==> config.mk <==
export PLATFORM = sky130hd
export DESIGN_NAME = ucl_ctrl
export DESIGN_NICKNAME = d
export VERILOG_FILES = /design/src/hw/ucl_pkg.sv /design/src/hw/ucl_fifo_if.sv /design/src/hw/ucl_fifo.sv /design/src/hw/ucl_ctrl.sv
export SDC_FILE = /design/constraint.sdc
export NUM_CORES = 1
export LEC_CHECK = 0
export BUFFER_PORTS_ARGS = -buffer_cell sky130_fd_sc_hd__buf_2
export CAP_MARGIN = 20
export CORE_MARGIN = 1
export CORE_UTILIZATION = 55
export CTS_BUF_LIST = sky130_fd_sc_hd__clkbuf_16
export CTS_CLUSTER_DIAMETER = 50
export DETAILED_ROUTE_END_ITERATION = 10
export PLACE_DENSITY = 0.78
export SLEW_MARGIN = 15
export SYNTH_ARGS = -nofsm -noshare
export SYNTH_HDL_FRONTEND = slang
export SYNTH_HIERARCHICAL = 1
export SYNTH_SLANG_ARGS = --single-unit
==> constraint.sdc <==
create_clock -name clk_in -period 3.8 [get_ports clk_in]
set_clock_uncertainty 0.2 [all_clocks]
set_input_delay 0.38 -clock clk_in [delete_from_list [all_inputs] [get_ports clk_in]]
set_output_delay 0.38 -clock clk_in [all_outputs]
set_load 0.03 [all_outputs]
==> src/hw/ucl_pkg.sv <==
/*
  constants for the serial channel control block: register addresses,
  field positions, reset values, interrupt codes and timing.
  assumes a 3-bit register address and 8-bit host data bus.
*/
// Operation
// - fifos on, enables clear: polled mode
// - status shows data ready, tx empties
// - status bit 7: errored char in fifo
// - receive interrupt on data or trigger
// - transmit interrupt when tx fifo empties
// - line errors interrupt; tagged at readout
// - modem delta bits raise modem interrupt
// - timeout after four chars plus twelve bits
// - prioritised four-bit source code
// - report only highest pending source
// - status bit 0 low when pending
// - status bits 7:6 mirror fifo enable
// - line/modem status reads clear interrupts
// - receive interrupts clear by reading
// - tx interrupt cleared by status read or data write
// - fifo control bits 1-7 ignored without bit 0
// - fifo reset bits clear pointers, self-clear
// - bit 3 selects dma pin mode
// - trigger levels 1, 4, 8, 14
// - word length 5 to 8 bits
// - stop length one, one and a half, or two
// - parity enable and odd/even select
// - stick parity forced mark or space
// - break holds transmit line low
// - bit 7 selects divisor latches
package ucl_pkg;
  // ==========================================
  // register addresses
  localparam logic [2:0] UCL_A_DATA  = 3'h0;
  localparam logic [2:0] UCL_A_IEN   = 3'h1;
  localparam logic [2:0] UCL_A_ISTAT = 3'h2;
  localparam logic [2:0] UCL_A_LCTL  = 3'h3;
  localparam logic [2:0] UCL_A_LSTAT = 3'h5;
  localparam logic [2:0] UCL_A_MSTAT = 3'h6;
  // ==========================================
  // field positions
  localparam int UCL_F_FEN  = 0;
  localparam int UCL_F_RRST = 1;
  localparam int UCL_F_TRST = 2;
  localparam int UCL_F_DMA  = 3;
  localparam int UCL_F_TRG  = 6;
  localparam int UCL_L_STOP = 2;
  localparam int UCL_L_PEN  = 3;
  localparam int UCL_L_EVEN = 4;
  localparam int UCL_L_STK  = 5;
  localparam int UCL_L_BRK  = 6;
  localparam int UCL_L_DLAB = 7;
  // ==========================================
  // reset values
  localparam logic [7:0] UCL_IEN_RST  = 8'h00;
  localparam logic [7:0] UCL_LCTL_RST = 8'h00;
  localparam logic [7:0] UCL_DIV_RST  = 8'h01;
  // ==========================================
  // interrupt source codes, bits 3:0
  localparam logic [3:0] UCL_I_LINE = 4'h6;
  localparam logic [3:0] UCL_I_TOUT = 4'hC;
  localparam logic [3:0] UCL_I_RXD  = 4'h4;
  localparam logic [3:0] UCL_I_TXR  = 4'h2;
  localparam logic [3:0] UCL_I_MDM  = 4'h0;
  localparam logic [3:0] UCL_I_NONE = 4'h1;
  // ==========================================
  // timeout: four characters plus twelve bits
  localparam int UCL_TO_CHARS = 4;
  localparam int UCL_TO_BITS  = 12;
  // trigger level per select code
  function automatic logic [4:0] ucl_trig(input logic [1:0] sel);
    case (sel)
      2'h0:    ucl_trig = 5'h01;
      2'h1:    ucl_trig = 5'h04;
      2'h2:    ucl_trig = 5'h08;
      default: ucl_trig = 5'h0E;
    endcase
  endfunction
  // bits per frame: start, data, parity, stop (two stops for 1.5)
  function automatic logic [3:0] ucl_frame(input logic [7:0] lc);
    ucl_frame = 4'h7 + {2'h0, lc[1:0]} + {3'h0, lc[UCL_L_PEN]} + {3'h0, lc[UCL_L_STOP]};
  endfunction
endpackage

==> src/hw/ucl_fifo_if.sv <==
/*
  interface carrying one fifo's write, read and status signals.
  assumes one clock shared by both ends.
*/
`timescale 1ns/1ns
interface ucl_fifo_if #(parameter int W = 11, parameter int DW = 5);
  logic          wr_valid;
  logic          wr_ready;
  logic [W-1:0]  wr_data;
  logic          rd_valid;
  logic          rd_ready;
  logic [W-1:0]  rd_data;
  logic          clear;
  logic [DW-1:0] level;
  modport owner (input wr_valid, wr_data, rd_ready, clear,
                 output wr_ready, rd_valid, rd_data, level);
  modport user  (output wr_valid, wr_data, rd_ready, clear,
                 input wr_ready, rd_valid, rd_data, level);
endinterface

==> src/hw/ucl_fifo.sv <==
/*
  small fifo with valid/ready on both sides and read data taken straight from the head entry.
  assumes clear and push never need to coexist; clear wins.
*/
`timescale 1ns/1ns
module ucl_fifo #(
  parameter int W  = 11,
  parameter int D  = 16,
  parameter int DW = 5
) (
  // clock and reset
  input  wire logic clk_in,
  input  wire logic srst_in,
  // fifo port
  ucl_fifo_if.owner f
);
  typedef struct packed {
    logic [D-1:0][W-1:0] mem;
    logic [DW-1:0]       wp;
    logic [DW-1:0]       rp;
    logic [DW-1:0]       cnt;
  } ucl_fs_t;
  ucl_fs_t s_q, s_d;
  logic push, pop;
  assign push = f.wr_valid && f.wr_ready;
  assign pop  = f.rd_valid && f.rd_ready;
  assign f.wr_ready = (s_q.cnt != DW'(D));
  assign f.rd_valid = (s_q.cnt != '0);
  assign f.rd_data  = s_q.mem[s_q.rp[$clog2(D)-1:0]];
  assign f.level    = s_q.cnt;
  // pointer and count update; a clear drops pointers and count, not the data
  always_comb begin
    s_d = s_q;
    if (push) begin
      s_d.mem[s_q.wp[$clog2(D)-1:0]] = f.wr_data;
      s_d.wp = (s_q.wp == DW'(D-1)) ? '0 : s_q.wp + 1'b1;
    end
    if (pop) begin
      s_d.rp = (s_q.rp == DW'(D-1)) ? '0 : s_q.rp + 1'b1;
    end
    s_d.cnt = s_q.cnt + DW'(push) - DW'(pop);
    if (f.clear) begin
      s_d.wp  = '0;
      s_d.rp  = '0;
      s_d.cnt = '0;
    end
  end
  always_ff @(posedge clk_in) begin
    if (srst_in) begin
      s_q <= '0;
    end else begin
      s_q <= s_d;
    end
  end
endmodule

==> src/hw/ucl_ctrl.sv <==
/*
  control and status for one serial channel: enables, interrupt
  identification, fifo control, line format, line and modem status.
  assumes the receive shifter delivers characters with error tags and
  the transmit shifter pulls words; the serial engines sit outside.
*/
`timescale 1ns/1ns
module ucl_ctrl #(
  parameter int DEPTH   = 16,
  parameter int CLK_MHZ = 25
) (
  // clock and reset
  input  wire logic       clk_in,
  input  wire logic       srst_in,
  // host register port
  input  wire logic [2:0] addr_in,
  input  wire logic       rd_in,
  input  wire logic       wr_in,
  input  wire logic [7:0] wdata_in,
  output logic      [7:0] rdata_out,
  // receive shifter side
  input  wire logic       rx_valid_in,
  input  wire logic [7:0] rx_char_in,
  input  wire logic [2:0] rx_err_in,
  output logic            rx_ready_out,
  input  wire logic       bit_tick_in,
  // transmit shifter side
  output logic            tx_valid_out,
  output logic      [7:0] tx_char_out,
  input  wire logic       tx_ready_in,
  input  wire logic       tsr_busy_in,
  output logic      [7:0] line_ctl_out,
  output logic            tx_break_out,
  // modem deltas and pins
  input  wire logic [3:0] modem_delta_in,
  input  wire logic [3:0] modem_level_in,
  output logic            irq_out,
  output logic            tx_ready_pin_n_out,
  output logic            rx_ready_pin_n_out
);
  import ucl_pkg::*;
  localparam int DW = $clog2(DEPTH) + 1;

  // ==========================================
  // state
  typedef struct packed {
    logic [7:0] ien;
    logic [7:0] lctl;
    logic       fen;
    logic       dma;
    logic [1:0] trg;
    logic [7:0] dll;
    logic [7:0] divisor_high_latch;
    logic       ovr;
    logic       lerr;
    logic [3:0] mdelta;
    logic       txr;
    logic       tout;
    logic [9:0] tcnt;
    logic       tx_emp_q;
    logic [DW-1:0] errs;
    logic [7:0] rdata;
    logic       irq;
    logic       txpin_n;
    logic       rxpin_n;
    logic       brk;
    logic       txv;
    logic [7:0] txc;
  } ucl_st_t;
  ucl_st_t s_q, s_d;

  ucl_fifo_if #(.W(11), .DW(DW)) rxf ();
  ucl_fifo_if #(.W(8),  .DW(DW)) txf ();

  ucl_fifo #(.W(11), .D(DEPTH), .DW(DW)) u_rx (
    .clk_in  (clk_in),
    .srst_in (srst_in),
    .f       (rxf)
  );
  ucl_fifo #(.W(8), .D(DEPTH), .DW(DW)) u_tx (
    .clk_in  (clk_in),
    .srst_in (srst_in),
    .f       (txf)
  );

  // ==========================================
  // decode
  logic rd_data, wr_data, rd_istat, rd_lstat, rd_mstat, wr_fctl;
  logic dlab, tx_emp, rx_has, trig_hit, pop_err, fctl_ok;
  logic [7:0] lstat, istat;
  logic [3:0] code;
  logic [9:0] to_len;
  assign dlab     = s_q.lctl[UCL_L_DLAB];
  assign rd_data  = rd_in && addr_in == UCL_A_DATA && !dlab;
  assign wr_data  = wr_in && addr_in == UCL_A_DATA && !dlab;
  assign rd_istat = rd_in && addr_in == UCL_A_ISTAT;
  assign rd_lstat = rd_in && addr_in == UCL_A_LSTAT;
  assign rd_mstat = rd_in && addr_in == UCL_A_MSTAT;
  assign wr_fctl  = wr_in && addr_in == UCL_A_ISTAT;
  assign fctl_ok  = wr_fctl && wdata_in[UCL_F_FEN];
  // fifo plumbing; without fifos the receive queue acts one deep
  assign rxf.wr_valid = rx_valid_in && (s_q.fen || rxf.level == '0);
  assign rxf.wr_data  = {rx_err_in, rx_char_in};
  assign rxf.rd_ready = rd_data;
  assign rxf.clear    = fctl_ok && wdata_in[UCL_F_RRST];
  assign txf.wr_valid = wr_data;
  assign txf.wr_data  = wdata_in;
  assign txf.rd_ready = tx_ready_in && !s_q.txv;
  assign txf.clear    = fctl_ok && wdata_in[UCL_F_TRST];
  assign rx_ready_out = 1'b1;
  assign tx_emp   = txf.level == '0;
  assign rx_has   = rxf.level != '0;
  assign trig_hit = s_q.fen ? (rxf.level >= DW'(ucl_trig(s_q.trg))) : rx_has;
  assign pop_err  = rxf.rd_valid && rd_data && rxf.rd_data[10:8] != 3'h0;
  // timeout in bit ticks: four frames plus twelve bits
  assign to_len = 10'(UCL_TO_CHARS) * {6'h0, ucl_frame(s_q.lctl)} + 10'(UCL_TO_BITS);

  // line status word
  always_comb begin
    lstat    = 8'h00;
    lstat[0] = rx_has;
    lstat[1] = s_q.ovr;
    lstat[4:2] = rxf.rd_valid ? rxf.rd_data[10:8] : 3'h0;
    lstat[5] = tx_emp && !s_q.txv;
    lstat[6] = tx_emp && !s_q.txv && !tsr_busy_in;
    lstat[7] = s_q.errs != '0;
  end

  // priority encoder; only the top source is reported
  always_comb begin
    if (s_q.ien[2] && s_q.lerr) begin
      code = UCL_I_LINE;
    end else if (s_q.ien[0] && s_q.tout) begin
      code = UCL_I_TOUT;
    end else if (s_q.ien[0] && trig_hit) begin
      code = UCL_I_RXD;
    end else if (s_q.ien[1] && s_q.txr) begin
      code = UCL_I_TXR;
    end else if (s_q.ien[3] && s_q.mdelta != 4'h0) begin
      code = UCL_I_MDM;
    end else begin
      code = UCL_I_NONE;
    end
    istat = {s_q.fen, s_q.fen, 2'h0, code};
  end

  // ==========================================
  // next state
  always_comb begin
    s_d = s_q;
    s_d.tx_emp_q = tx_emp;
    // host writes
    if (wr_in) begin
      case (addr_in)
        UCL_A_DATA: if (dlab) s_d.dll = wdata_in;
        UCL_A_IEN: begin
          if (dlab) s_d.divisor_high_latch = wdata_in;
          else s_d.ien = {4'h0, wdata_in[3:0]};
        end
        UCL_A_LCTL: s_d.lctl = wdata_in;
        default: ;
      endcase
    end
    if (wr_fctl) begin
      s_d.fen = wdata_in[UCL_F_FEN];
      if (fctl_ok) begin
        s_d.dma = wdata_in[UCL_F_DMA];
        s_d.trg = wdata_in[UCL_F_TRG +: 2];
      end
    end
    // error tag count in the receive queue
    s_d.errs = s_q.errs + DW'(rxf.wr_valid && rxf.wr_ready && rx_err_in != 3'h0)
               - DW'(pop_err);
    if (rxf.clear) s_d.errs = '0;
    // clears first so a same-cycle event wins
    if (rd_lstat) begin
      s_d.ovr  = 1'b0;
      s_d.lerr = 1'b0;
    end
    if (rd_mstat) s_d.mdelta = 4'h0;
    if (rd_istat && code == UCL_I_TXR) s_d.txr = 1'b0;
    if (wr_data) s_d.txr = 1'b0;
    if (rd_data) s_d.tout = 1'b0;
    // events
    if (rx_valid_in && !(rxf.wr_valid && rxf.wr_ready)) begin
      s_d.ovr  = 1'b1;
      s_d.lerr = 1'b1;
    end
    if (pop_err) s_d.lerr = 1'b1;
    s_d.mdelta = s_d.mdelta | modem_delta_in;
    if (tx_emp && !s_q.tx_emp_q) s_d.txr = 1'b1;
    // timeout timer
    if (!rx_has || rd_data || (rxf.wr_valid && rxf.wr_ready)) begin
      s_d.tcnt = 10'h000;
    end else if (bit_tick_in && !s_q.tout) begin
      if (s_q.tcnt + 10'h001 >= to_len) s_d.tout = s_q.fen;
      s_d.tcnt = s_q.tcnt + 10'h001;
    end
    // transmit output stage; stalls keep the word
    if (tx_ready_in && s_q.txv) s_d.txv = 1'b0;
    if (txf.rd_valid && txf.rd_ready) begin
      s_d.txv = 1'b1;
      s_d.txc = txf.rd_data;
    end
    // registered read data
    case (addr_in)
      UCL_A_DATA:  s_d.rdata = dlab ? s_q.dll : rxf.rd_data[7:0];
      UCL_A_IEN:   s_d.rdata = dlab ? s_q.divisor_high_latch : s_q.ien;
      UCL_A_ISTAT: s_d.rdata = istat;
      UCL_A_LCTL:  s_d.rdata = s_q.lctl;
      UCL_A_LSTAT: s_d.rdata = lstat;
      UCL_A_MSTAT: s_d.rdata = {~modem_level_in, s_q.mdelta};
      default:     s_d.rdata = 8'h00;
    endcase
    s_d.irq = code != UCL_I_NONE;
    s_d.brk = s_q.lctl[UCL_L_BRK];
    // dma pins: mode 0 single char, mode 1 block
    s_d.rxpin_n = s_q.dma ? !trig_hit : !rx_has;
    s_d.txpin_n = s_q.dma ? (txf.level == DW'(DEPTH)) : !tx_emp;
  end

  always_ff @(posedge clk_in) begin
    if (srst_in) begin
      s_q         <= '0;
      s_q.ien     <= UCL_IEN_RST;
      s_q.lctl    <= UCL_LCTL_RST;
      s_q.dll     <= UCL_DIV_RST;
      s_q.tx_emp_q <= 1'b1;
      s_q.rxpin_n <= 1'b1;
      s_q.rdata   <= 8'h00;
    end else begin
      s_q <= s_d;
    end
  end

  // ==========================================
  // outputs, all registered
  assign rdata_out          = s_q.rdata;
  assign irq_out            = s_q.irq;
  assign tx_break_out       = s_q.brk;
  assign line_ctl_out       = s_q.lctl;
  assign tx_valid_out       = s_q.txv;
  assign tx_char_out        = s_q.txc;
  assign tx_ready_pin_n_out = s_q.txpin_n;
  assign rx_ready_pin_n_out = s_q.rxpin_n;

  // ==========================================
  // checks
  property p_isr_fen;
    @(posedge clk_in) disable iff (srst_in)
      rd_istat |=> rdata_out[7:6] == {2{$past(s_q.fen)}};
  endproperty
  a_isr_fen: assert property (p_isr_fen) else $error("fifo enable bits wrong");
  property p_none;
    @(posedge clk_in) disable iff (srst_in)
      (rd_istat && s_q.ien[3:0] == 4'h0) |=> rdata_out[3:0] == UCL_I_NONE;
  endproperty
  a_none: assert property (p_none) else $error("polled mode reports source");
  property p_lsr_clr;
    @(posedge clk_in) disable iff (srst_in)
      (rd_lstat && !rx_valid_in && !pop_err) |=> !s_q.lerr;
  endproperty
  a_lsr_clr: assert property (p_lsr_clr) else $error("line irq not cleared");
  property p_brk;
    @(posedge clk_in) disable iff (srst_in)
      s_q.lctl[UCL_L_BRK] |=> tx_break_out;
  endproperty
  a_brk: assert property (p_brk) else $error("break not held");
  property p_temt;
    @(posedge clk_in) disable iff (srst_in)
      (rd_lstat && tsr_busy_in) |=> !rdata_out[6];
  endproperty
  a_temt: assert property (p_temt) else $error("shift empty wrong");
  property p_fcr_gate;
    @(posedge clk_in) disable iff (srst_in)
      (wr_fctl && !wdata_in[UCL_F_FEN]) |=> $stable(s_q.trg) && $stable(s_q.dma);
  endproperty
  a_fcr_gate: assert property (p_fcr_gate) else $error("fifo ctl taken without enable");
  property p_rclr;
    @(posedge clk_in) disable iff (srst_in)
      rxf.clear |=> rxf.level == '0;
  endproperty
  a_rclr: assert property (p_rclr) else $error("rx fifo not reset");
  property p_tout_clr;
    @(posedge clk_in) disable iff (srst_in)
      rd_data |=> !s_q.tout;
  endproperty
  a_tout_clr: assert property (p_tout_clr) else $error("timeout not cleared");
endmodule

==> run metrics <==
area delta synth->final 9.82%; First-pass DRT Iterations 5; first-pass GRT wire length 75700 um; Placement Cell Area around 0.020 mm^2; via count 14800; Longest Clk Path Bufs 3; post-synth top area cell dfxtp_1; Synth top cells by count 411 x dfxtp_1, 309 x nand2_1, 269 x nor2_1; Buffers on Ports 66; FFs w/ async S/R, synth 0%; dominant synthesized flop cell dfxtp_1; clock sinks just over 400; H-tree lvl count 2; CP Capture Type register; Place WS between 0.15 and 0.2 ns; mapped cell area about 0.019 mm^2; FMAX 275 MHz; Internal 0.00761 W; worst slew pin tran ~1.1 ns; post-synthesis average cell area ~9.6 um^2; root buffer cell clkbuf_16; CTS tree built; drt total wl 47600 um; Iteration-0 DRC Markers around 1400; vias per cell about 6; Num CTS Buffers 44; sw frac 29.0%; Final Hold Viols 0; layout cell share with drive strength beyond 1 14.7%; Cells after Synth slightly above 2000; initial antenna violation count 0; Hold Crit Class in2reg; DRC 0; clock latency on the worst-skew pair just under 0.6 ns; leak pwr around 7.5 nW; Final nets approximately 2100; Sum Neg Setup Slack 0 ns; boundary pin count approximately 70; Seq/Total Area, Yosys approximately 42%; Slew HR between 20% and 30%; area fraction of the dominant cell type after synthesis between 40% and 50%; Max-Cap Viols 0; synth unique cells between 70 and 80; Syn Nets between 2000 and 2500; Net Sw Power 0.00311 W; Rows ~70; top cells by area, synth dfxtp_1 42%, mux2i_1 11%, mux4_2 9.1%, nand2_1 6.0%, nor2_1 5.2%; GP Congestion 0.940; RSZ-0062 raised after global routing false; die footprint 0.0360 mm^2; vias in the first global route between 10000 and 15000; Worst Path Required just over 4 ns; Routed Antenna Nets 0; final worst slack 0.169 ns; top-count cell post-synth dfxtp_1; Post-synth EDFFs 0; grt ovf 0; Synthesis Warnings 6; Post-CTS Setup Bufs 0; GRT Overall Usage 26.4%; fin. max-slew vios 0; Comb power frac between 10% and 20%; Reg power frac 43.3%; outcome finished, final reports clean; Worst VDD drop 467 uV; initial core utilization 55.9%; Final Core Density between 60% and 70%; clock share of power 39.2%; kind of critical path reg2reg; post-DP HPWL ~31000 um; # diodes 0; Clock transition at path regs ~0.060 ns; Yosys reg bits 411; endpoints failing setup 0; CP Data Arrival Time 3.95 ns; Power Dens Cells slightly above 500 mW/mm^2; Core Region ~0.035 mm^2; crit share post-route a little over nine tenths; CP Max Fanout 23; chip width between 150 and 200 um; design area between 0.02 and 0.025 mm^2; crit path time final between 3 and 4 ns; Worst setup SP type register; average wire per standard cell between 15 and 20 um; die height around 190 um; largest net degree at the start of global routing 227
critical path: stages, from the launching register on:
cell and delay, ns:
dfxtp_2 0.37, buf_12 0.20, mux4_2 0.52, a22oi_1 0.26, nand2_1 0.12, o311a_1 0.35
ha_1 0.30, inv_1 0.04, ha_1 0.19, inv_1 0.08, fa_1 0.20, inv_1 0.06
a21oi_1 0.14, nor2_1 0.06, or3_1 0.34, a21oi_1 0.13
layout make-up:
class,instances,area [um^2]
Timing Repair Buffer,128,902
Tap cell,455,569
Inverter,47,176
Fill cell,2798,13400
Clock inverter,36,310
Clock buffer,44,1100
Multi-Input combinational cell,1387,9980
Sequential cell,411,8230
path summary, 6_finish.rpt:
check	from	to	slack, ns	cells past startpoint
worst min register to register	u_tx/s_q[9]	u_tx/s_q[9]	0.23	2
worst min-delay path	rx_char_in[7]	u_rx/s_q[77]	0.01	3
worst max register to register	u_rx/s_q[6]	s_q[25]	0.17	15
worst max-delay path	u_rx/s_q[6]	s_q[25]	0.17	15
what timing repair did:
item | in CTS | in global routing
setup endpoints to repair | 0 | 2
resized for setup | 0 | 2
hold buffers | 17 | 0
hold endpoints to repair | 35 | 0
per-layer routing:
layer / share of wire (%) / routed length (um) / up-vias / track usage [%]
li1: - / - / 6954 / -
met1: 43 / 20200 / 7211 / 35.2
met2: 47 / 22600 / 581 / 43.0
met3: 7.2 / 3410 / 103 / 4.65
met4: 2.8 / 1360 / 0 / 9.46
met5: 0 / 0 / - / 0
flip-flops by register name (all words and copies together) (netlist names):
| register | cells |
|---|---|
| u_tx/s_q | 138 |
| tx_ready_pin_n_out | 1 |
| istat | 1 |
| tx_valid_out | 1 |
| rx_ready_pin_n_out | 1 |
| lstat | 1 |
| u_rx/s_q | 186 |
| irq_out | 1 |
| tx_char_out | 8 |
| rdata_out | 8 |
| line_ctl_out | 8 |
| u_rx/f.level | 5 |
| s_q | 46 |
| tx_break_out | 1 |
| u_tx/f.level | 5 |
kinds of logic (layout without fill, tap and decap cells):
group,count (synthesis),after routing,share of synthesized area [%]
buffers and inverters,224,255,6.14
flip-flops,411,411,42.5
adder cells (fa/ha/maj),48,48,3.26
AND/OR/NAND/NOR,735,735,17.7
AO/OA/AOI/OAI,265,265,8.11
XOR/XNOR,31,31,1.40
other,1,1,0.0194
multiplexers,307,307,20.9
power by group through the flow:
stage / Clock, W / Sequential [W] / Combinational [W]
final: 0.00421 / 0.00464 / 0.00187
after global routing: 0.00445 / 0.00466 / 0.00205
after CTS: 0.00427 / 0.00463 / 0.00185
after detailed placement: 0 / 0.00473 / 0.00181
after global placement: 0 / 0.00472 / 0.00174
after floorplan: 0 / 0.00470 / 0.00144
through the flow:
step	hold slack (ns)	power [W]	cells
final	0.0144	0.0107	2508
after global routing	0.0183	0.0112	2508
after CTS	0.0000682	0.0107	2508
after detailed placement	0.219	0.00654	2411
after global placement	0.218	0.00646	2411
after floorplan	0.210	0.00613	2022
layout by cell type, fill, tap and decap left out, types with 7 or more instances in the layout:
cell type      count
buf_4             40
and3_1             8
nand2_1          309
nor4_4             8
a22oi_1           41
clkbuf_16         44
mux2i_1          222
nor4b_2            8
nand3_1           32
or3_1             13
mux2_2             7
dfxtp_1          408
buf_2             65
ha_1              44
xor2_1            16
dlygate4sd3_1     17
and2_1            12
mux4_2            78
nor3_1            14
nor2_1           269
o21ai_0           14
inv_1             57
nor2b_1           11
xnor2_1           15
clkinv_2           9
a21oi_1          164
No activity file was read; power rests on OpenSTA's default activity.
